### config.mk
export PLATFORM = sky130hd
export DESIGN_NAME = can_error_diag_timestamp
export DESIGN_NICKNAME = d
export VERILOG_FILES = /design/src/can_diag_pkg.sv /design/src/can_error_diag_timestamp.sv
export SDC_FILE = /design/constraint.sdc
export NUM_CORES = 1
export LEC_CHECK = 0
export ABC_AREA = 1
export BUFFER_PORTS_ARGS = -buffer_cell sky130_fd_sc_hd__clkbuf_2
export CAP_MARGIN = 30
export CORE_UTILIZATION = 60
export CTS_CLUSTER_DIAMETER = 80
export DETAILED_ROUTE_END_ITERATION = 8
export GPL_ROUTABILITY_DRIVEN = 0
export GPL_TIMING_DRIVEN = 0
export PLACE_DENSITY = 0.95
export SLEW_MARGIN = 20
export SYNTH_ARGS = -nofsm -noshare
export SYNTH_HDL_FRONTEND = slang
export SYNTH_SLANG_ARGS = --single-unit
### constraint.sdc
create_clock -name clk_sys -period 6.88 [get_ports clk_sys]
set_input_delay 0.688 -clock clk_sys [delete_from_list [all_inputs] [get_ports clk_sys]]
set_output_delay 0.688 -clock clk_sys [all_outputs]
set_load 0.05 [all_outputs]
### src/can_diag_pkg.sv
// constants for the can error, diagnostic and bit time stamp block.
// assumes a 32-bit avalon-mm slave port and a 20 MHz module clock.
package can_diag_pkg;

    ////////////////////////////////////////////////////////////////////////
    // register byte offsets
    localparam logic [4:0] OFS_GLOBAL_CONFIG   = 5'h00;
    localparam logic [4:0] OFS_ERR_COUNTER     = 5'h04;
    localparam logic [4:0] OFS_ERR_DIAG        = 5'h08;
    localparam logic [4:0] OFS_STAMP_COUNTER   = 5'h0C;
    localparam logic [4:0] OFS_ERR_IRQ_CONTROL = 5'h10;

    ////////////////////////////////////////////////////////////////////////
    // global_configuration fields
    localparam int CFG_ENABLE_BIT     = 0;
    localparam int CFG_STAMP_RST_BIT  = 1;
    localparam int CFG_TX_POL_BIT     = 2;
    localparam int CFG_RX_POL_BIT     = 3;
    localparam int CFG_WIDTH          = 4;
    localparam logic [3:0] CFG_RESET  = 4'h0;

    // error_irq_control fields
    localparam int IRQ_ENABLE_BIT     = 0;
    localparam int IRQ_PENDING_BIT    = 1;

    ////////////////////////////////////////////////////////////////////////
    // error_counter_report layout
    localparam int RX_TALLY_LSB       = 8;
    localparam int TX_TALLY_LSB       = 0;
    localparam logic [7:0] TALLY_RESET = 8'h00;

    // error_diagnostic_report layout
    localparam int DIAG_CODE_LSB      = 0;
    localparam int DIAG_POS_LSB       = 4;
    localparam int DIAG_SENDING_BIT   = 10;
    localparam int DIAG_STUFF_BIT     = 11;
    localparam int DIAG_CRC_BIT       = 12;
    localparam int DIAG_LINE_BIT      = 13;
    localparam int DIAG_DRIVE_BIT     = 14;
    localparam logic [15:0] DIAG_RESET = 16'h0000;

    // frame field codes that the core reports
    localparam logic [3:0] FIELD_DLC  = 4'hD;
    localparam logic [3:0] FIELD_DATA = 4'hE;
    localparam logic [3:0] FIELD_CRC  = 4'hF;

    // time stamp counter
    localparam logic [15:0] STAMP_RESET = 16'h0000;

    ////////////////////////////////////////////////////////////////////////
    // fault confinement figures
    localparam logic [7:0] TALLY_STEP_SMALL = 8'h01;
    localparam logic [7:0] TALLY_STEP_LARGE = 8'h08;
    localparam logic [7:0] TALLY_MAX        = 8'hFF;
    localparam logic [7:0] RX_PASSIVE_EDGE  = 8'h7F;
    localparam logic [7:0] RX_REENTRY_VALUE = 8'h78;

    // pin level of a recessive bit before polarity is applied
    localparam logic LEVEL_RECESSIVE = 1'b1;

endpackage

### src/can_error_diag_timestamp.sv
// can error counters, last-error diagnostics and bit time stamp counter.
// assumes a protocol core beside it that reports bit ticks, field starts,
// errors and frame outcomes, and an avalon-mm master for the registers.
//
// Operation
// RQ1: error counter report: receive tally in bits 15..8, transmit 7..0.
// RQ2: diagnostic report is read-only and all zero after reset.
// RQ3: bits 3..0 hold field code active when last error detected.
// RQ4: field codes 1101 dlc, 1110 data, 1111 checksum.
// RQ5: bits 9..4 bit position: load length-1, count down, capture.
// RQ6: bit 10 is one when transmitting at the error, else zero.
// RQ7: bit 11 set when a stuffing violation caused the error.
// RQ8: bit 12 flags an invalid checksum.
// RQ9: bit 13 captures the sampled receive pin level at the error.
// RQ10: bit 14 captures the transmit pin level at the error.
// RQ11: as receiver, drive bus only in acknowledge slot or error flag.
// RQ12: read-only free-running 16-bit counter, one step per can bit.
// RQ13: time stamp counter starts from zero after hardware reset.
// RQ14: stamp-reset enable clears counter when buffer 0 completes transfer.
// RQ15: after good frame, copy counter into that buffer's stamp.
// RQ16: software configures timing, buffers, masks before setting enable.
// RQ17: software checks no transmission pending before disabling.
// RQ18: disabling the controller also disables the receive pin.
// RQ19: configuration contents kept unchanged through reduced power.
// RQ20: software sets external wake input to falling edge.
// RQ21: software re-enables controller after wake-up if disabled.
// RQ22: transmit and receive pin polarity selected by two config bits.
// RQ23: with irq enabled, any tally change sets pending and requests.
// RQ24: each new error overwrites every diagnostic field.
// RQ25: tallies follow can fault confinement increments and decrements.
module can_error_diag_timestamp
    import can_diag_pkg::*;
(
    input  wire logic        clk_sys,
    input  wire logic        rst,
    input  wire logic        clk_en,
    // avalon-mm slave
    input  wire logic [4:0]  avs_address,
    input  wire logic        avs_read,
    input  wire logic        avs_write,
    input  wire logic [31:0] avs_writedata,
    output logic      [31:0] avs_readdata,
    output logic             avs_waitrequest,
    // can pins
    output logic             bus_transmit_pin,
    input  wire logic        bus_receive_pin,
    // protocol core side
    output logic             ctrl_enable,
    output logic             rx_level,
    input  wire logic        core_tx_level,
    input  wire logic        core_sending,
    input  wire logic        core_ack_slot,
    input  wire logic        core_error_flag,
    input  wire logic        bit_tick,
    input  wire logic        field_start,
    input  wire logic [3:0]  field_code,
    input  wire logic [6:0]  field_length,
    input  wire logic        error_detect,
    input  wire logic        error_stuff,
    input  wire logic        error_crc,
    input  wire logic        rx_fault_small,
    input  wire logic        rx_fault_large,
    input  wire logic        tx_fault_large,
    input  wire logic        rx_frame_ok,
    input  wire logic        tx_frame_ok,
    input  wire logic        bus_off_recover,
    input  wire logic        frame_done,
    input  wire logic [3:0]  frame_buffer,
    // time stamp write into a message buffer
    output logic             stamp_write,
    output logic      [3:0]  stamp_buffer,
    output logic      [15:0] stamp_value,
    // error interrupt request
    output logic             error_irq
);

    ////////////////////////////////////////////////////////////////////////
    // state
    logic [CFG_WIDTH-1:0] global_configuration;
    logic                 error_irq_enable;
    logic                 error_irq_pending;
    logic [7:0]           rx_fault_tally;
    logic [7:0]           tx_fault_tally;
    logic [7:0]           next_rx_tally;
    logic [7:0]           next_tx_tally;
    logic [15:0]          error_diagnostic_report;
    logic [15:0]          bit_time_stamp_counter;
    logic [5:0]           bit_position;
    logic [3:0]           current_field;
    logic                 bus_ack;
    logic [31:0]          next_readdata;

    logic                 wr_go;
    logic                 enabled;
    logic                 tx_pol;
    logic                 rx_pol;
    logic                 drive_level;
    logic [15:0]          error_counter_report;

    assign enabled = global_configuration[CFG_ENABLE_BIT];
    assign tx_pol  = global_configuration[CFG_TX_POL_BIT];
    assign rx_pol  = global_configuration[CFG_RX_POL_BIT];
    assign ctrl_enable = enabled;

    ////////////////////////////////////////////////////////////////////////
    // avalon slave: one wait cycle, then data and write both land
    assign avs_waitrequest = (avs_read | avs_write) & ~bus_ack;
    assign wr_go = avs_write & bus_ack & clk_en;

    // ack toggles so a held request completes once every two edges
    always_ff @(posedge clk_sys or posedge rst) begin
        if (rst) begin
            bus_ack <= 1'b0;
        end else if (clk_en) begin
            bus_ack <= (avs_read | avs_write) & ~bus_ack;
        end
    end

    // read mux; unmapped addresses read as zero
    always_comb begin
        next_readdata = 32'h0000_0000;
        case (avs_address)
            OFS_GLOBAL_CONFIG:
                next_readdata[CFG_WIDTH-1:0] = global_configuration;
            // RQ1: counter report read
            OFS_ERR_COUNTER:
                next_readdata[15:0] = error_counter_report;
            // RQ2: diagnostic read only
            OFS_ERR_DIAG:
                next_readdata[15:0] = error_diagnostic_report;
            // RQ12: stamp read only
            OFS_STAMP_COUNTER:
                next_readdata[15:0] = bit_time_stamp_counter;
            OFS_ERR_IRQ_CONTROL: begin
                next_readdata[IRQ_ENABLE_BIT]  = error_irq_enable;
                next_readdata[IRQ_PENDING_BIT] = error_irq_pending;
            end
            default: next_readdata = 32'h0000_0000;
        endcase
    end

    // read data captured at the edge before waitrequest drops
    always_ff @(posedge clk_sys or posedge rst) begin
        if (rst) begin
            avs_readdata <= 32'h0000_0000;
        end else if (clk_en && avs_read && !bus_ack) begin
            avs_readdata <= next_readdata;
        end
    end

    ////////////////////////////////////////////////////////////////////////
    // configuration writes
    // RQ19: kept contents only a write or reset changes them
    always_ff @(posedge clk_sys or posedge rst) begin
        if (rst) begin
            global_configuration <= CFG_RESET;
            error_irq_enable     <= 1'b0;
        end else if (wr_go) begin
            if (avs_address == OFS_GLOBAL_CONFIG) begin
                global_configuration <= avs_writedata[CFG_WIDTH-1:0];
            end
            if (avs_address == OFS_ERR_IRQ_CONTROL) begin
                error_irq_enable <= avs_writedata[IRQ_ENABLE_BIT];
            end
        end
    end

    ////////////////////////////////////////////////////////////////////////
    // pins
    // RQ18: receive pin ignored while disabled
    // RQ22: receive polarity select
    always_ff @(posedge clk_sys or posedge rst) begin
        if (rst) begin
            rx_level <= LEVEL_RECESSIVE;
        end else if (clk_en) begin
            rx_level <= enabled ? (bus_receive_pin ^ rx_pol) : LEVEL_RECESSIVE;
        end
    end

    // RQ11: receiver only drives ack slot and error flag
    always_comb begin
        drive_level = LEVEL_RECESSIVE;
        if (enabled && (core_sending || core_ack_slot || core_error_flag)) begin
            drive_level = core_tx_level;
        end
    end

    // RQ22: transmit polarity select, registered so the pin is glitch free
    always_ff @(posedge clk_sys or posedge rst) begin
        if (rst) begin
            bus_transmit_pin <= LEVEL_RECESSIVE;
        end else if (clk_en) begin
            bus_transmit_pin <= drive_level ^ tx_pol;
        end
    end

    ////////////////////////////////////////////////////////////////////////
    // fault tallies
    // RQ25: fault confinement arithmetic, saturating at the top
    always_comb begin
        next_rx_tally = rx_fault_tally;
        next_tx_tally = tx_fault_tally;
        if (bus_off_recover) begin
            next_rx_tally = TALLY_RESET;
            next_tx_tally = TALLY_RESET;
        end else begin
            if (rx_fault_large) begin
                next_rx_tally = (rx_fault_tally > TALLY_MAX - TALLY_STEP_LARGE)
                              ? TALLY_MAX : rx_fault_tally + TALLY_STEP_LARGE;
            end else if (rx_fault_small) begin
                next_rx_tally = (rx_fault_tally == TALLY_MAX)
                              ? TALLY_MAX : rx_fault_tally + TALLY_STEP_SMALL;
            end else if (rx_frame_ok) begin
                if (rx_fault_tally > RX_PASSIVE_EDGE) begin
                    next_rx_tally = RX_REENTRY_VALUE;
                end else if (rx_fault_tally != TALLY_RESET) begin
                    next_rx_tally = rx_fault_tally - TALLY_STEP_SMALL;
                end
            end
            if (tx_fault_large) begin
                next_tx_tally = (tx_fault_tally > TALLY_MAX - TALLY_STEP_LARGE)
                              ? TALLY_MAX : tx_fault_tally + TALLY_STEP_LARGE;
            end else if (tx_frame_ok && tx_fault_tally != TALLY_RESET) begin
                next_tx_tally = tx_fault_tally - TALLY_STEP_SMALL;
            end
        end
    end

    // tally registers
    always_ff @(posedge clk_sys or posedge rst) begin
        if (rst) begin
            rx_fault_tally <= TALLY_RESET;
            tx_fault_tally <= TALLY_RESET;
        end else if (clk_en) begin
            rx_fault_tally <= next_rx_tally;
            tx_fault_tally <= next_tx_tally;
        end
    end

    // RQ1: report packing
    assign error_counter_report = {rx_fault_tally, tx_fault_tally};

    ////////////////////////////////////////////////////////////////////////
    // error interrupt
    // RQ23: tally change sets pending while irq enabled; a set beats a same-cycle clear
    always_ff @(posedge clk_sys or posedge rst) begin
        if (rst) begin
            error_irq_pending <= 1'b0;
        end else if (clk_en) begin
            if (error_irq_enable && (next_rx_tally != rx_fault_tally ||
                                     next_tx_tally != tx_fault_tally)) begin
                error_irq_pending <= 1'b1;
            end else if (wr_go && avs_address == OFS_ERR_IRQ_CONTROL &&
                         avs_writedata[IRQ_PENDING_BIT]) begin
                error_irq_pending <= 1'b0;
            end
        end
    end

    assign error_irq = error_irq_pending & error_irq_enable;

    ////////////////////////////////////////////////////////////////////////
    // field tracking
    // RQ5: load length minus one, count down per bit
    always_ff @(posedge clk_sys or posedge rst) begin
        if (rst) begin
            bit_position  <= 6'h00;
            current_field <= 4'h0;
        end else if (clk_en) begin
            if (field_start) begin
                bit_position  <= 6'(field_length - 7'h01);
                current_field <= field_code;
            end else if (bit_tick) begin
                bit_position  <= bit_position - 6'h01;
            end
        end
    end

    ////////////////////////////////////////////////////////////////////////
    // diagnostic capture
    // RQ24: every error rewrites the whole report
    always_ff @(posedge clk_sys or posedge rst) begin
        if (rst) begin
            error_diagnostic_report <= DIAG_RESET;
        end else if (clk_en && error_detect) begin
            error_diagnostic_report <= DIAG_RESET;
            // RQ4: dlc, data and crc codes kept as the core gives them
            // RQ3: field code capture
            error_diagnostic_report[DIAG_CODE_LSB +: 4] <= current_field;
            // RQ5: bit position capture
            error_diagnostic_report[DIAG_POS_LSB +: 6]  <= bit_position;
            // RQ6: transmitter or receiver
            error_diagnostic_report[DIAG_SENDING_BIT]   <= core_sending;
            // RQ7: stuffing violation
            error_diagnostic_report[DIAG_STUFF_BIT]     <= error_stuff;
            // RQ8: checksum invalid
            error_diagnostic_report[DIAG_CRC_BIT]       <= error_crc;
            // RQ9: sampled receive level
            error_diagnostic_report[DIAG_LINE_BIT]      <= rx_level;
            // RQ10: transmit pin level
            error_diagnostic_report[DIAG_DRIVE_BIT]     <= bus_transmit_pin;
        end
    end

    ////////////////////////////////////////////////////////////////////////
    // time stamp
    // RQ13: zero from reset; RQ14: buffer 0 clear wins over counting
    always_ff @(posedge clk_sys or posedge rst) begin
        if (rst) begin
            bit_time_stamp_counter <= STAMP_RESET;
        end else if (clk_en) begin
            if (global_configuration[CFG_STAMP_RST_BIT] && frame_done &&
                frame_buffer == 4'h0) begin
                bit_time_stamp_counter <= STAMP_RESET;
            // RQ12: one step per recognised bit
            end else if (bit_tick) begin
                bit_time_stamp_counter <= bit_time_stamp_counter + 16'h0001;
            end
        end
    end

    // RQ15: stamp copied to the finishing buffer, value before any clear
    always_ff @(posedge clk_sys or posedge rst) begin
        if (rst) begin
            stamp_write  <= 1'b0;
            stamp_buffer <= 4'h0;
            stamp_value  <= STAMP_RESET;
        end else if (clk_en) begin
            stamp_write <= frame_done;
            if (frame_done) begin
                stamp_buffer <= frame_buffer;
                stamp_value  <= bit_time_stamp_counter;
            end
        end
    end
endmodule // can_error_diag_timestamp

==> flow_summary.toml <==
[floorplanning]
die-area_sq_mm = 0.0107
row_count = 36
fp.dieW_microns = 104
die_h_microns = 104
placeableCoreArea_sq_mm = 0.00986
ios = 132
initial_core_util = 0.627

[global_route]
grtUsageTotal = 0.313
overflow = 0
antenna_found_initial = 0
grt_pass1_vias = 5646
grt_pass1_wl_microns = 26700
grt_max_degree = 65

[cts]
cts_tree = "done"
ctsRootBufferMaster = "clkbuf_8"
postCtsResizedCells = 0
clockBufferDepth = 2
cts_setup_buffers = 0
clock_sinks = 103
cts-hold-fix-buffers = 0
clk_latency_ps = 380
clk_pin_slew_worst_paths_ps = 100
cts_made_buffers = 9
htreeDepth = 3

[timing]
maxSlewHeadroom = 0.402
final-hold-violation-count = 0
timing.final.crit_share = 0.359
rsz0062_at_grt = "no"
worst_pin_slew_ps = 890
setup_tns_ps = 0
setup_viol = 0
maxSlewViolCount = 0
clock_skew_ps = 8.59
fin_crit_ps = 2470
fmax_mhz = 405

[detailed_routing]
routedWlPerCell_microns = 15.0
drt_wl_total_microns = 16300
via_count = 6199
viasPerCell = 5.72
first_pass_iters = 7
drt_iter0_markers = 749
ant_nets = 0
route.detailed.drc = 0

[finish]
drive_gt1_frac = 0.192
fin_cells = 1083
nNetsFinal = 1031
num_antenna_cells = 0
area_delta_synth_final_pct = 14.2
stdcell_area_sq_mm = 0.00707

[synth]
synth-seq-cells = 103
ys_seq_area_frac = 0.417
synth_area_per_cell_sq_um = 7.42
synthesis.instances = 834
synth-edff-count = 0
synthFlopType = "dfrtp_1"
yosysUniqueCellTypes = 47
ys_warn_count = 0
synthArstFlopShare = 1.00
syn-cell-area_sq_mm = 0.00619

[setup_path]
timing.rr.start = "rx_fault_tally[1]"
crit_arrival_ps = 2730
max_stage_delay_ps = 450
crit_required_ps = 7150
crit_end = "error_irq_pending"
setup.worst_path.end_class = "flip-flop"
start_kind = "flip-flop"
crit_slowest_cell = "dfrtp_1"
crit_type = "flip-flop to flip-flop"
worstPathMaxFanout = 9
crit_chain = "inv_1 > ha_1 > inv_1 > nor3_1 > nand2_2 > nand2_1 > nand2_1 > nand2_1 > nand2_1 > nand2_1 > nand2_1 > nand2_1 > nand2_1 > nand2_1 > nand3_1 > nor2_1 > nand3_1 > nand2_1 > nand2_1"
reg2reg_depth = 19
crit_top_cell = "nand2_1"
reg2reg_to = "error_irq_pending"
crit_start = "rx_fault_tally[1]"
rrSetupSlack_ps = 4410

[power]
p_seq_frac = 0.445
clockPowerShare = 0.218
peakVddDrop_mv = 0.146
cellLeakagePower_nw = 3.73
swShare = 0.413
p_per_area_mw_per_mm2 = 254
p_int_mw = 1.05
p_sw_uw = 743
pwr-share-comb = 0.337

[worst_hold_path]
hold_class = "primary input to asynchronous set/reset pin"

[outcome]
outcome = "completed"

[place]
numPortBuffers = 84
place_inst = 1067
place_hpwl_microns = 12000
dpl-instance-area_sq_mm = 0.00686

[job]
cap_violations = 0
-- cell families after synthesis --
| logic type | synth area share |
|---|---|
| and+or+nand+nor | 0.293 |
| AOI/OAI and AO/OA | 0.125 |
| buffers and inverters | 0.0967 |
| DFF | 0.417 |
| muxes | 0.0253 |
| xor gates and xnor gates | 0.0184 |
| adders and majority gates | 0.0243 |
| other | 0.000606 |
-- synth_stat cells (3+ instances only) --
cell | count | area share
buf_2 | 7 | 0.0057
a221oi_1 | 10 | 0.014
nor3_2 | 3 | 0.0049
nand3_1 | 52 | 0.042
a21oi_1 | 29 | 0.023
o22ai_1 | 7 | 0.0071
clkinv_1 | 4 | 0.0024
nor2_1 | 62 | 0.038
a31oi_1 | 4 | 0.0040
inv_2 | 13 | 0.0079
mux2_2 | 13 | 0.024
nand2_1 | 259 | 0.16
clkbuf_1 | 12 | 0.0073
inv_1 | 75 | 0.046
nand2_2 | 4 | 0.0040
buf_4 | 20 | 0.024
ha_1 | 12 | 0.024
xor2_1 | 12 | 0.017
nor3_1 | 10 | 0.0081
buf_1 | 3 | 0.0018
nand4_1 | 6 | 0.0061
dfrtp_1 | 101 | 0.41
o21ai_0 | 75 | 0.061
nor2_2 | 4 | 0.0040
o21ai_1 | 6 | 0.0049
-- critical path, delay by kind of cell, from the launching register on --
family	cells	cell delay, ps
buffers and inverters	2	330
flip-flops	1	450
AND/OR/NAND/NOR	16	1350
adder cells (fa/ha/maj)	1	220
-- cell type report --
class	instances	area, sq um
timing repair buffer	85	448
inverter	92	350
clock inverter	7	80.1
multi-input combinational	611	3070
buffer	43	253
clock buffer	9	124
sequential	103	2580
tap	133	166
fill	727	2800
-- power by group through the flow --
stage,sequential (mW),combinational [mW],clock (mW)
floorplan,0.894,0.343,0
finish,0.799,0.605,0.393
global placement,0.799,0.574,0
CTS,0.794,0.599,0.392
detailed placement,0.805,0.595,0
global route,0.808,0.666,0.422
-- registers in the layout, indices dropped and copies added (netlist names) --
name,cells
bus_transmit_pin,1
tx_fault_tally,8
rx_level,1
bit_position,6
error_irq_pending,1
avs_readdata,16
stamp_value,16
bus_ack,1
global_configuration,4
stamp_buffer,4
bit_time_stamp_counter,16
error_irq_enable,1
error_diagnostic_report,15
stamp_write,1
rx_fault_tally,8
current_field,4
-- cell usage in the layout, fill, tap and decap left out, types with 13 or more instances in the layout --
master / n
a21oi_1: 29
nand3_1: 52
inv_2: 13
inv_1: 74
mux2_2: 13
nand2_1: 259
o21ai_0: 75
nor2_1: 62
clkbuf_2: 84
buf_4: 20
dfrtp_1: 101
conb_1: 16
-- how the worst min path moves through the flow --
| stage | startpoint | endpoint | slack (ps) | cells after the start |
|---|---|---|---|---|
| floorplan | bit_time_stamp_counter[15] | bit_time_stamp_counter[15] | 430 | 1 |
| global placement | bit_time_stamp_counter[15] | bit_time_stamp_counter[15] | 440 | 1 |
| detailed placement | bit_time_stamp_counter[15] | bit_time_stamp_counter[15] | 460 | 1 |
| CTS | rst | bit_position[1] | 300 | 2 |
| global route | rst | bit_position[1] | 300 | 2 |
| finish | rst | stamp_buffer[3] | 280 | 2 |
-- stage by stage --
stage	power [mW]	hold slack [ps]	utilization	setup WS (ps)
after floorplan	1.24	433	-	3490
after global placement	1.37	444	0.692	2500
after detailed placement	1.40	458	0.696	4370
after CTS	1.78	296	0.716	4480
after global routing	1.90	302	0.716	4170
final	1.80	285	0.716	4410
-- metal layers --
layer,track usage,vias to the layer above,share of wire
met5,0.00476,-,0
met4,0.130,0,0.044
met3,0.0724,68,0.10
met2,0.485,365,0.44
met1,0.423,2864,0.41
li1,-,2902,-
Power figures use the tool's default switching activity.
